### config.mk
export PLATFORM = sky130hd
export DESIGN_NAME = dlpll_top
export DESIGN_NICKNAME = d
export VERILOG_FILES = /design/src/logic/dlpll_pkg.sv /design/src/logic/dlpll_event_div.sv /design/src/logic/dlpll_top.sv
export SDC_FILE = /design/constraint.sdc
export NUM_CORES = 1
export LEC_CHECK = 0
export ABC_AREA = 1
export BUFFER_PORTS_ARGS = -buffer_cell sky130_fd_sc_hd__buf_4
export CAP_MARGIN = 20
export CORE_MARGIN = 5
export CORE_UTILIZATION = 65
export DETAILED_ROUTE_END_ITERATION = 10
export GPL_ROUTABILITY_DRIVEN = 0
export PLACE_DENSITY = 0.8
export SLEW_MARGIN = 15
export SYNTH_ARGS = -nofsm -noshare
export SYNTH_HDL_FRONTEND = slang
export SYNTH_SLANG_ARGS = --single-unit
### constraint.sdc
create_clock -name CLK_IN -period 31.1 [get_ports CLK_IN]
set_clock_uncertainty 0.15 [all_clocks]
set_input_delay 4.665 -clock CLK_IN [delete_from_list [all_inputs] [get_ports CLK_IN]]
set_output_delay 4.665 -clock CLK_IN [all_outputs]
set_load 0.03 [all_outputs]
### src/logic/dlpll_pkg.sv
// Package of offsets, field positions and constants for the loop block
package dlpll_pkg;
   // Register addresses carried in the low five bits of a serial word
   localparam logic [4:0] ADDR_CLEANER_LOCK = 5'h19;
   localparam logic [4:0] ADDR_SYNTH_LOOP = 5'h1a;
   localparam logic [4:0] ADDR_CLEANER_LOOP = 5'h1b;
   localparam logic [4:0] ADDR_LOOP_DIV = 5'h1c;
   localparam logic [4:0] ADDR_SYNTH_CAL = 5'h1d;
   localparam logic [4:0] ADDR_SYNTH_FB = 5'h1e;
   localparam int ADDR_BASE = 25;  // First stored register
   localparam int NUM_CFG = 6;     // Stored registers 25 to 30
   // Serial word layout
   localparam int WORD_W = 32;
   localparam int ADDR_W = 5;
   // Field positions
   localparam int LOCK_CNT_LSB = 6;    // Both lock counts, 14 bits
   localparam int LOCK_CNT_W = 14;
   localparam int SWIN_LSB = 30;       // Synth lock window, 2 bits
   localparam int DOUBLER_BIT = 29;
   localparam int POL_BIT = 28;
   localparam int CUR_LSB = 26;        // Pump current, 2 bits
   localparam int FLOAT_BIT = 5;
   localparam int PRE1_LSB = 22;
   localparam int PRE0_LSB = 20;
   localparam int CREF_LSB = 6;        // Cleaner reference divider
   localparam int CREF_W = 14;
   localparam int SREF_LSB = 20;       // Synth reference divider
   localparam int SREF_W = 12;
   localparam int CFB_LSB = 6;         // Cleaner feedback divider
   localparam int CFB_W = 14;
   localparam int BAND_LSB = 24;       // Oscillator band, 3 bits
   localparam int FAST_BIT = 23;
   localparam int SFB_LSB = 5;         // Both synth feedback dividers
   localparam int SFB_W = 18;
   // Value of every stored register after reset
   localparam logic [31:0] CFG_RESET = 32'h0000_0000;
   // Pump currents in microamps
   localparam logic [11:0] SCUR_0 = 12'h064;  // 100
   localparam logic [11:0] SCUR_1 = 12'h190;  // 400
   localparam logic [11:0] SCUR_2 = 12'h640;  // 1600
   localparam logic [11:0] SCUR_3 = 12'hc80;  // 3200
   localparam logic [11:0] CCUR_0 = 12'h064;  // 100
   localparam logic [11:0] CCUR_1 = 12'h0c8;  // 200
   localparam logic [11:0] CCUR_2 = 12'h190;  // 400
   localparam logic [11:0] CCUR_3 = 12'h640;  // 1600
   // Calibration run time and clock rate
   localparam int CLK_PERIOD_NS = 20;
   localparam int CAL_TIME_NS = 100000;
   localparam int CAL_CYCLES = CAL_TIME_NS / CLK_PERIOD_NS;
endpackage

### src/logic/dlpll_event_div.sv
// Event divider: one output pulse per DIV input events
`timescale 1ns/1ps
module dlpll_event_div #(
   parameter int W = 14
) (
   input wire logic clk_in,
   input wire logic rst_in,
   input wire logic ev_in,            // One-cycle input event
   input wire logic [W-1:0] div_in,   // Divide value, zero stops output
   output logic pulse_out             // Registered output event
);
   // Width check
   if (W < 1 || W > 24) begin : g_bad_w
      $error("dlpll_event_div: W out of range");
   end

   logic [W-1:0] cnt_r; // Events seen since last output

   // Count events and wrap at the divide value
   always_ff @(posedge clk_in or posedge rst_in) begin
      if (rst_in) begin
         cnt_r <= '0;
         pulse_out <= 1'b0;
      end else begin
         pulse_out <= 1'b0;
         if (div_in == '0) begin
            // Invalid code, hold quiet
            cnt_r <= '0;
         end else if (ev_in) begin
            if (cnt_r >= div_in - W'(1)) begin
               cnt_r <= '0;
               pulse_out <= 1'b1;
            end else begin
               cnt_r <= cnt_r + W'(1);
            end
         end
      end
   end
endmodule

### src/logic/dlpll_top.sv
// Dual loop configuration registers, dividers and digital lock detect
`timescale 1ns/1ps
module dlpll_top #(
   parameter int CAL_CYCLES = dlpll_pkg::CAL_CYCLES
) (
   input wire logic CLK_IN,
   input wire logic RST_IN,
   input wire logic SER_DATA_IN,          // Serial data, MSB first
   input wire logic SER_CLK_IN,           // Serial shift clock level
   input wire logic SER_LATCH_IN,         // Latch enable level
   input wire logic INT_VCO_MODE_IN,      // Internal oscillator in use
   input wire logic INPUT_SEL_IN,         // Active clock input
   input wire logic INPUT0_CLK_IN,        // Clock input 0 level
   input wire logic INPUT1_CLK_IN,        // Clock input 1 level
   input wire logic CLEANER_FB_CLK_IN,    // Cleaner feedback level
   input wire logic SYNTH_REF_CLK_IN,     // Synth reference level
   input wire logic SYNTH_FB_CLK_IN,      // Prescaled oscillator level
   input wire logic CLEANER_PD_CYCLE_IN,  // Cleaner compare strobe
   input wire logic CLEANER_IN_WIN_IN,    // Cleaner error within window
   input wire logic SYNTH_PD_CYCLE_IN,    // Synth compare strobe
   input wire logic SYNTH_IN_WIN_IN,      // Synth error within window
   output logic CLEANER_REF_PULSE_OUT,
   output logic CLEANER_FB_PULSE_OUT,
   output logic SYNTH_REF_PULSE_OUT,
   output logic SYNTH_FB_PULSE_OUT,
   output logic CLEANER_LOCK_OUT,
   output logic SYNTH_LOCK_OUT,
   output logic [1:0] CLEANER_WINDOW_OUT,
   output logic [1:0] SYNTH_WINDOW_OUT,
   output logic CLEANER_PUMP_POL_OUT,
   output logic CLEANER_PUMP_OE_OUT,
   output logic [11:0] CLEANER_PUMP_UA_OUT,
   output logic SYNTH_PUMP_POL_OUT,
   output logic SYNTH_PUMP_OE_OUT,
   output logic [11:0] SYNTH_PUMP_UA_OUT,
   output logic [2:0] OSC_BAND_OUT,
   output logic FAST_COMPARE_OUT,
   output logic CAL_BUSY_OUT,
   output logic SYNC_PULSE_OUT
);
   // Calibration length check
   if (CAL_CYCLES < 8 || CAL_CYCLES > 1048575) begin : g_bad_cal
      $error("dlpll_top: CAL_CYCLES out of range");
   end

   logic [31:0] shift_r;          // Serial shift register
   logic sclk_q_r;                // Previous shift clock level
   logic latch_q_r;               // Previous latch level
   logic [31:0] cfg_r [dlpll_pkg::NUM_CFG]; // Stored registers
   logic wr_r;                    // Word latched this cycle
   logic [31:0] wr_word_r;        // Word latched
   logic [19:0] cal_cnt_r;        // Calibration cycles left
   logic [4:0] clk_q_r;           // Previous clock input levels
   logic [1:0] pd_cycle;          // Compare strobes per loop
   logic [1:0] in_win;            // Window flags per loop
   logic [13:0] lock_tgt [2];     // Lock targets per loop
   logic [13:0] lock_cnt_r [2];   // Lock counters per loop
   logic [1:0] lock_r;            // Lock flags per loop
   logic [1:0] pre_ev;            // Raw input edge events
   logic [1:0] pre_pulse;         // Prescaled input events
   logic [3:0] pre_div [2];       // Prescaler divide values
   logic cref_ev;                 // Selected prescaled event
   logic cfb_ev;
   logic sref_ev;
   logic sfb_ev;
   logic [17:0] sfb_div;          // Active synth feedback divide

   // Shift on clock rise, write on latch rise
   always_ff @(posedge CLK_IN or posedge RST_IN) begin
      if (RST_IN) begin
         shift_r <= 32'h0000_0000;
         sclk_q_r <= 1'b0;
         latch_q_r <= 1'b0;
         wr_r <= 1'b0;
         wr_word_r <= 32'h0000_0000;
      end else begin
         sclk_q_r <= SER_CLK_IN;
         latch_q_r <= SER_LATCH_IN;
         wr_r <= SER_LATCH_IN && !latch_q_r;
         if (SER_LATCH_IN && !latch_q_r) begin
            wr_word_r <= shift_r;
         end
         if (SER_CLK_IN && !sclk_q_r) begin
            shift_r <= {shift_r[30:0], SER_DATA_IN};
         end
      end
   end

   // Register file, one entry per stored address
   always_ff @(posedge CLK_IN or posedge RST_IN) begin
      if (RST_IN) begin
         for (int i = 0; i < dlpll_pkg::NUM_CFG; i++) begin
            cfg_r[i] <= dlpll_pkg::CFG_RESET;
         end
      end else if (wr_r) begin
         for (int i = 0; i < dlpll_pkg::NUM_CFG; i++) begin
            if (wr_word_r[4:0] == 5'(dlpll_pkg::ADDR_BASE + i)) begin
               cfg_r[i] <= wr_word_r;
            end
         end
      end
   end

   // Calibration timer started by a register 30 write while the internal oscillator is in use
   always_ff @(posedge CLK_IN or posedge RST_IN) begin
      if (RST_IN) begin
         cal_cnt_r <= 20'h00000;
         SYNC_PULSE_OUT <= 1'b0;
      end else begin
         SYNC_PULSE_OUT <= 1'b0;
         if (wr_r && wr_word_r[4:0] == dlpll_pkg::ADDR_SYNTH_FB &&
             INT_VCO_MODE_IN) begin
            cal_cnt_r <= 20'(CAL_CYCLES);
            SYNC_PULSE_OUT <= 1'b1;
         end else if (cal_cnt_r != 20'h00000) begin
            cal_cnt_r <= cal_cnt_r - 20'h00001;
         end
      end
   end
   assign CAL_BUSY_OUT = (cal_cnt_r != 20'h00000);

   // Clock input edge history
   always_ff @(posedge CLK_IN or posedge RST_IN) begin
      if (RST_IN) begin
         clk_q_r <= 5'h00;
      end else begin
         clk_q_r <= {SYNTH_FB_CLK_IN, SYNTH_REF_CLK_IN, CLEANER_FB_CLK_IN,
                     INPUT1_CLK_IN, INPUT0_CLK_IN};
      end
   end

   // Rising edges, and both edges of the synth reference when doubled
   assign pre_ev[0] = INPUT0_CLK_IN && !clk_q_r[0];
   assign pre_ev[1] = INPUT1_CLK_IN && !clk_q_r[1];
   assign cfb_ev = CLEANER_FB_CLK_IN && !clk_q_r[2];
   assign sref_ev = cfg_r[1][dlpll_pkg::DOUBLER_BIT] ?
                    (SYNTH_REF_CLK_IN != clk_q_r[3]) :
                    (SYNTH_REF_CLK_IN && !clk_q_r[3]);
   assign sfb_ev = SYNTH_FB_CLK_IN && !clk_q_r[4];

   // Prescaler codes select 1, 2, 4 or 8
   assign pre_div[0] = 4'h1 << cfg_r[2][dlpll_pkg::PRE0_LSB +: 2];
   assign pre_div[1] = 4'h1 << cfg_r[2][dlpll_pkg::PRE1_LSB +: 2];

   // One prescaler per clock input
   for (genvar p = 0; p < 2; p++) begin : g_pre
      dlpll_event_div #(.W(4)) u_pre (
         .clk_in(CLK_IN),
         .rst_in(RST_IN),
         .ev_in(pre_ev[p]),
         .div_in(pre_div[p]),
         .pulse_out(pre_pulse[p])
      );
   end
   assign cref_ev = INPUT_SEL_IN ? pre_pulse[1] : pre_pulse[0];

   // Cleaner reference divider
   dlpll_event_div #(.W(dlpll_pkg::CREF_W)) u_cref (
      .clk_in(CLK_IN),
      .rst_in(RST_IN),
      .ev_in(cref_ev),
      .div_in(cfg_r[2][dlpll_pkg::CREF_LSB +: dlpll_pkg::CREF_W]),
      .pulse_out(CLEANER_REF_PULSE_OUT)
   );

   // Cleaner feedback divider
   dlpll_event_div #(.W(dlpll_pkg::CFB_W)) u_cfb (
      .clk_in(CLK_IN),
      .rst_in(RST_IN),
      .ev_in(cfb_ev),
      .div_in(cfg_r[3][dlpll_pkg::CFB_LSB +: dlpll_pkg::CFB_W]),
      .pulse_out(CLEANER_FB_PULSE_OUT)
   );

   // Synth reference divider
   dlpll_event_div #(.W(dlpll_pkg::SREF_W)) u_sref (
      .clk_in(CLK_IN),
      .rst_in(RST_IN),
      .ev_in(sref_ev),
      .div_in(cfg_r[3][dlpll_pkg::SREF_LSB +: dlpll_pkg::SREF_W]),
      .pulse_out(SYNTH_REF_PULSE_OUT)
   );

   // Calibration divide stands in while calibration runs
   assign sfb_div = CAL_BUSY_OUT ?
      cfg_r[4][dlpll_pkg::SFB_LSB +: dlpll_pkg::SFB_W] :
      cfg_r[5][dlpll_pkg::SFB_LSB +: dlpll_pkg::SFB_W];

   // Synth feedback divider
   dlpll_event_div #(.W(dlpll_pkg::SFB_W)) u_sfb (
      .clk_in(CLK_IN),
      .rst_in(RST_IN),
      .ev_in(sfb_ev),
      .div_in(sfb_div),
      .pulse_out(SYNTH_FB_PULSE_OUT)
   );

   // Loop 0 is the cleaner, loop 1 the synth
   assign pd_cycle = {SYNTH_PD_CYCLE_IN, CLEANER_PD_CYCLE_IN};
   assign in_win = {SYNTH_IN_WIN_IN, CLEANER_IN_WIN_IN};
   assign lock_tgt[0] = cfg_r[0][dlpll_pkg::LOCK_CNT_LSB +: 14];
   assign lock_tgt[1] = cfg_r[1][dlpll_pkg::LOCK_CNT_LSB +: 14];

   // Lock counters: count in-window cycles, clear on a miss
   for (genvar l = 0; l < 2; l++) begin : g_lock
      always_ff @(posedge CLK_IN or posedge RST_IN) begin
         if (RST_IN) begin
            lock_cnt_r[l] <= 14'h0000;
            lock_r[l] <= 1'b0;
         end else if (pd_cycle[l]) begin
            if (!in_win[l]) begin
               lock_cnt_r[l] <= 14'h0000;
               lock_r[l] <= 1'b0;
            end else if (lock_tgt[l] == 14'h0000) begin
               // Reserved target never locks
               lock_r[l] <= 1'b0;
            end else if (lock_cnt_r[l] >= lock_tgt[l] - 14'h0001) begin
               // Compare against target minus one so lock sets on the strobe that brings the count to target
               lock_cnt_r[l] <= lock_tgt[l];
               lock_r[l] <= 1'b1;
            end else begin
               lock_cnt_r[l] <= lock_cnt_r[l] + 14'h0001;
            end
         end
      end
   end
   assign CLEANER_LOCK_OUT = lock_r[0];
   assign SYNTH_LOCK_OUT = lock_r[1];

   // Window codes passed to the analog comparators
   assign CLEANER_WINDOW_OUT = 2'h0;
   assign SYNTH_WINDOW_OUT = cfg_r[1][dlpll_pkg::SWIN_LSB +: 2];

   // Pump controls, float drops drive and current
   assign SYNTH_PUMP_POL_OUT = cfg_r[1][dlpll_pkg::POL_BIT];
   assign SYNTH_PUMP_OE_OUT = !cfg_r[1][dlpll_pkg::FLOAT_BIT];
   assign CLEANER_PUMP_POL_OUT = cfg_r[2][dlpll_pkg::POL_BIT];
   assign CLEANER_PUMP_OE_OUT = !cfg_r[2][dlpll_pkg::FLOAT_BIT];

   // Current decode per loop
   always_comb begin
      SYNTH_PUMP_UA_OUT = 12'h000;
      CLEANER_PUMP_UA_OUT = 12'h000;
      if (SYNTH_PUMP_OE_OUT) begin
         case (cfg_r[1][dlpll_pkg::CUR_LSB +: 2])
            2'h0: SYNTH_PUMP_UA_OUT = dlpll_pkg::SCUR_0;
            2'h1: SYNTH_PUMP_UA_OUT = dlpll_pkg::SCUR_1;
            2'h2: SYNTH_PUMP_UA_OUT = dlpll_pkg::SCUR_2;
            default: SYNTH_PUMP_UA_OUT = dlpll_pkg::SCUR_3;
         endcase
      end
      if (CLEANER_PUMP_OE_OUT) begin
         case (cfg_r[2][dlpll_pkg::CUR_LSB +: 2])
            2'h0: CLEANER_PUMP_UA_OUT = dlpll_pkg::CCUR_0;
            2'h1: CLEANER_PUMP_UA_OUT = dlpll_pkg::CCUR_1;
            2'h2: CLEANER_PUMP_UA_OUT = dlpll_pkg::CCUR_2;
            default: CLEANER_PUMP_UA_OUT = dlpll_pkg::CCUR_3;
         endcase
      end
   end

   // Settings handed to calibration and compare logic
   assign OSC_BAND_OUT = cfg_r[4][dlpll_pkg::BAND_LSB +: 3];
   assign FAST_COMPARE_OUT = cfg_r[4][dlpll_pkg::FAST_BIT];

   // Checks
   a_cleaner_lock_count: assert property (
      @(posedge CLK_IN) disable iff (RST_IN)
      $rose(lock_r[0]) |-> lock_cnt_r[0] == lock_tgt[0] &&
                           lock_tgt[0] != 14'h0000)
      else $error("cleaner lock rose before count reached");
   a_synth_lock_count: assert property (
      @(posedge CLK_IN) disable iff (RST_IN)
      $rose(lock_r[1]) |-> $past(lock_cnt_r[1]) + 14'h0001 >= lock_tgt[1])
      else $error("synth lock rose early");
   a_synth_count_step: assert property (
      @(posedge CLK_IN) disable iff (RST_IN)
      pd_cycle[1] && in_win[1] && lock_cnt_r[1] + 14'h0001 < lock_tgt[1]
      |=> lock_cnt_r[1] == $past(lock_cnt_r[1]) + 14'h0001)
      else $error("synth counter did not step");
   a_miss_clears: assert property (
      @(posedge CLK_IN) disable iff (RST_IN)
      (pd_cycle & ~in_win) != 2'h0
      |=> (lock_r & $past(pd_cycle) & ~$past(in_win)) == 2'h0)
      else $error("miss did not clear lock");
   a_float_write: assert property (
      @(posedge CLK_IN) disable iff (RST_IN)
      wr_r && wr_word_r[4:0] == dlpll_pkg::ADDR_SYNTH_LOOP && wr_word_r[5]
      |=> !SYNTH_PUMP_OE_OUT && SYNTH_PUMP_UA_OUT == 12'h000)
      else $error("synth float did not idle pump");
   a_cleaner_current: assert property (
      @(posedge CLK_IN) disable iff (RST_IN)
      CLEANER_PUMP_OE_OUT && cfg_r[2][27:26] == 2'h1
      |-> CLEANER_PUMP_UA_OUT == 12'h0c8)
      else $error("cleaner current code 1 not 200");
   a_cal_start_sync: assert property (
      @(posedge CLK_IN) disable iff (RST_IN)
      wr_r && wr_word_r[4:0] == 5'h1e && INT_VCO_MODE_IN
      |=> SYNC_PULSE_OUT ##1 (!SYNC_PULSE_OUT && CAL_BUSY_OUT) [*7])
      else $error("calibration did not start with one sync");
   a_cal_divider: assert property (
      @(posedge CLK_IN) disable iff (RST_IN)
      CAL_BUSY_OUT |-> sfb_div == cfg_r[4][22:5])
      else $error("calibration divide not in use");
   a_doubler_fall: assert property (
      @(posedge CLK_IN) disable iff (RST_IN)
      cfg_r[1][29] && $fell(SYNTH_REF_CLK_IN) |-> sref_ev)
      else $error("doubler missed falling edge");
endmodule

==> impl_metrics.ini <==
[clock_tree]
clk_latency_ns = 0.52
cts_setup_buffers = 0
numCtsBuffers = 36
clk_path_buf_depth = 3
cts_root_buf = clkbuf_16
clk_pin_slew_ns = 0.06
cts_tree = done
cts_max_level = 2
cts_num_sinks = 318
cts_hold_buf = 0
cts_resized = 0

[synthesis]
async_flop_share = 1.00
synth_edf_count = 0
synth_commonest_cells = 546 x nand2_1, 318 x dfrtp_1, 308 x inv_1
ys_ff_latch = 318
yosysTopAreaCellShare = 0.432
synth_cell_type_count = 42
ys_seq_area_frac = 0.432
syn_inst = 2348
synth_ff_type = dfrtp_1
synth_area_mm2 = 0.0184
synth.most_common_cell = nand2_1
ys_warn_count = 0
postSynthAreaPerCell_um2 = 7.84
synth_area_leaders = dfrtp_1 43%, nand2_1 11%, ha_1 8.0%, o21ai_0 6.6%, inv_1 6.3%
synth_top_area_cell = dfrtp_1

[finish]
fillers = 2073
antenna_cells = 0
drive_above_1_share = 0.0758
multi_input_area_mm2 = 0.00888
syn2layout_area_growth_pct = 10.2
fin_area_mm2 = 0.0203
fin_nets = 2507
utilization = 0.728
regArea_mm2 = 0.00796
stdcell_count = 2780

[detailed_routing]
vias = 15300
drt-total-wl_mm = 40.9
vias_per_cell = 5.51
drcViolationCount = 0
firstDrtPassIters = 5
drt_iter0_markers = 1292
wl_per_cell_um = 14.7
ant_nets = 0

[floorplanning]
dieArea_mm2 = 0.0318
rows = 61
core_mm2 = 0.0279
die_x_um = 178
die_h_um = 178
io_pins = 60
initial_core_util = 0.661

[sta]
setup_viol = 0
max_freq_mhz = 142
slew_headroom = 0.312
finalHoldViolCount = 0
post-route-min-period_ns = 7.03
finalCritPeriodShare = 0.226
finalSetupTns_ns = 0
rsz0062_at_grt = no
drv_slew = 0
tightest_slew_ns = 1.03

[place]
dp_hpwl_mm = 28.4
place_area_mm2 = 0.0190
portBuffers = 51
dp_cells = 2714

[critical_path]
worst_r2r_endpoint = u_sfb.cnt_r[9]$_DFFE_PP0P_
worst_setup_path_start_kind = flop
slowest_delay_ns = 0.44
rrSetupSlack_ns = 25.89
r2r-start = cal_cnt_r[0]$_DFFE_PP0P_
criticalPathCategory = reg -> out
cp_cell_sequence = inv_1, ha_1, nand2_2, nor4_1, nand2_1, buf_4
crit_arrival_ns = 2.21
endpoint_kind = output port
r2r_cells = 25
cp.required_ns = 26.29
cp_max_fo = 4
cpMaxStageDelayCell = nor4_1

[global_routing]
antenna_found_initial = 0
grt_max_degree = 189
grt_pass1_vias = 14800
grt_usage = 0.262
gr-total-overflow = 0
grt_pass1_wl_mm = 69.4

[min_path]
hp-class = reg -> reg
hold_depth = 2
min_to = cfg_r[103]$_DFFE_PP0P_
worstHoldStart = wr_word_r[7]$_DFFE_PP0P_

[outcome]
outcome = completed

[power]
vdd_drop_max_v = 0.0000567
p_total_uw = 1420
power-per-cell-area_mw_per_mm2 = 70.1
p_leak_uw = 0.0104

[run]
drv_cap = 0
-- critical path: cells and delay by family, from the launching register on --
kind	cells	cell delay, ns
adders and majority gates	1	0.25
DFF	1	0.36
buffers and inverters	2	0.35
and+or+nand+nor	3	0.73
-- sequential cells by signal, summed over array words and instances, names as in the netlist, 2 cells and up --
signal and flops:
cfg_r 115, shift_r 32, wr_word_r 32, lock_cnt_r 28, cal_cnt_r 20, u_sfb.cnt_r 18, u_cfb.cnt_r 14, u_cref.cnt_r 14
u_sref.cnt_r 12, g_pre.u_pre.cnt_r 8, clk_q_r 5, OSC_BAND_OUT 3, SYNTH_WINDOW_OUT 2, g_pre.u_pre.pulse_out 2
-- worst max path at each step --
stage / startpoint / to / slack (ns) / depth (start not counted)
2_1_floorplan: RST_IN / CLEANER_LOCK_OUT$_DFFE_PP0P_ / 17.49 / 1
3_5_place_dp: RST_IN / g_pre[0].u_pre.cnt_r[2]$_DFFE_PP0P_ / 24.49 / 3
5_1_grt: cal_cnt_r[0]$_DFFE_PP0P_ / CAL_BUSY_OUT / 23.94 / 6
6_report: cal_cnt_r[0]$_DFFE_PP0P_ / CAL_BUSY_OUT / 24.07 / 6
4_1_cts: cal_cnt_r[0]$_DFFE_PP0P_ / CAL_BUSY_OUT / 24.08 / 6
3_3_place_gp: RST_IN / g_pre[0].u_pre.cnt_r[2]$_DFFE_PP0P_ / 24.51 / 3
-- placed cells by master, fill, tap and decap left out, types with 3 or more instances in the layout --
cell	n
nor3_1	45
nor2_4	6
a21oi_1	85
inv_6	3
clkinv_1	3
o21ai_0	243
or2_2	5
nor2_1	224
xor2_1	95
nor2_2	11
o21a_1	5
inv_2	10
inv_1	307
nand3_1	84
xnor2_1	22
nor4_1	11
buf_4	57
o211ai_1	21
clkbuf_8	8
nand2_2	19
nand4_1	55
clkbuf_16	36
clkinv_2	3
ha_1	117
nand2_1	545
bufinv_16	6
o21ai_1	7
clkbuf_1	4
nand3b_1	7
o21ai_2	6
dfrtp_1	318
conb_1	8
-- layer usage --
metal  global-route usage  share of wire
met1                0.351           0.43
met2                0.446           0.49
met3               0.0390          0.054
met4               0.0761          0.023
met5                    0              0
-- cells by family after synthesis --
logic type,count (synthesis),synth area share
simple gates,1017,0.235
buf+inv,398,0.0872
compound gates,378,0.109
flops,318,0.432
fa+ha+maj,117,0.0795
xor+xnor,117,0.0557
mux,2,0.00116
other cells,1,0.000204
-- where the power goes --
group          leakage [uW]  internal (uW)  switching, uW
Clock              0.000643            286            179
Combinational       0.00556            150            302
Sequential          0.00423            462           42.5
Total                0.0104            898            523
-- area by class of cell --
class	count	area share
multi-input combinational	1639	0.438
inverter	321	0.0597
sequential	318	0.392
timing repair buffer	58	0.0221
clock buffer	48	0.0506
tap	378	0.0233
clock inverter	18	0.0144
-- per-stage QoR --
stage | hold WS [ns] | worst slack [ns]
2_1_floorplan | 0.298 | 17.49
3_3_place_gp | 0.311 | 24.51
3_5_place_dp | 0.319 | 24.49
4_1_cts | 0.325 | 24.08
5_1_grt | 0.355 | 23.94
6_report | 0.324 | 24.07
No activity file was read; power rests on OpenSTA's default activity.
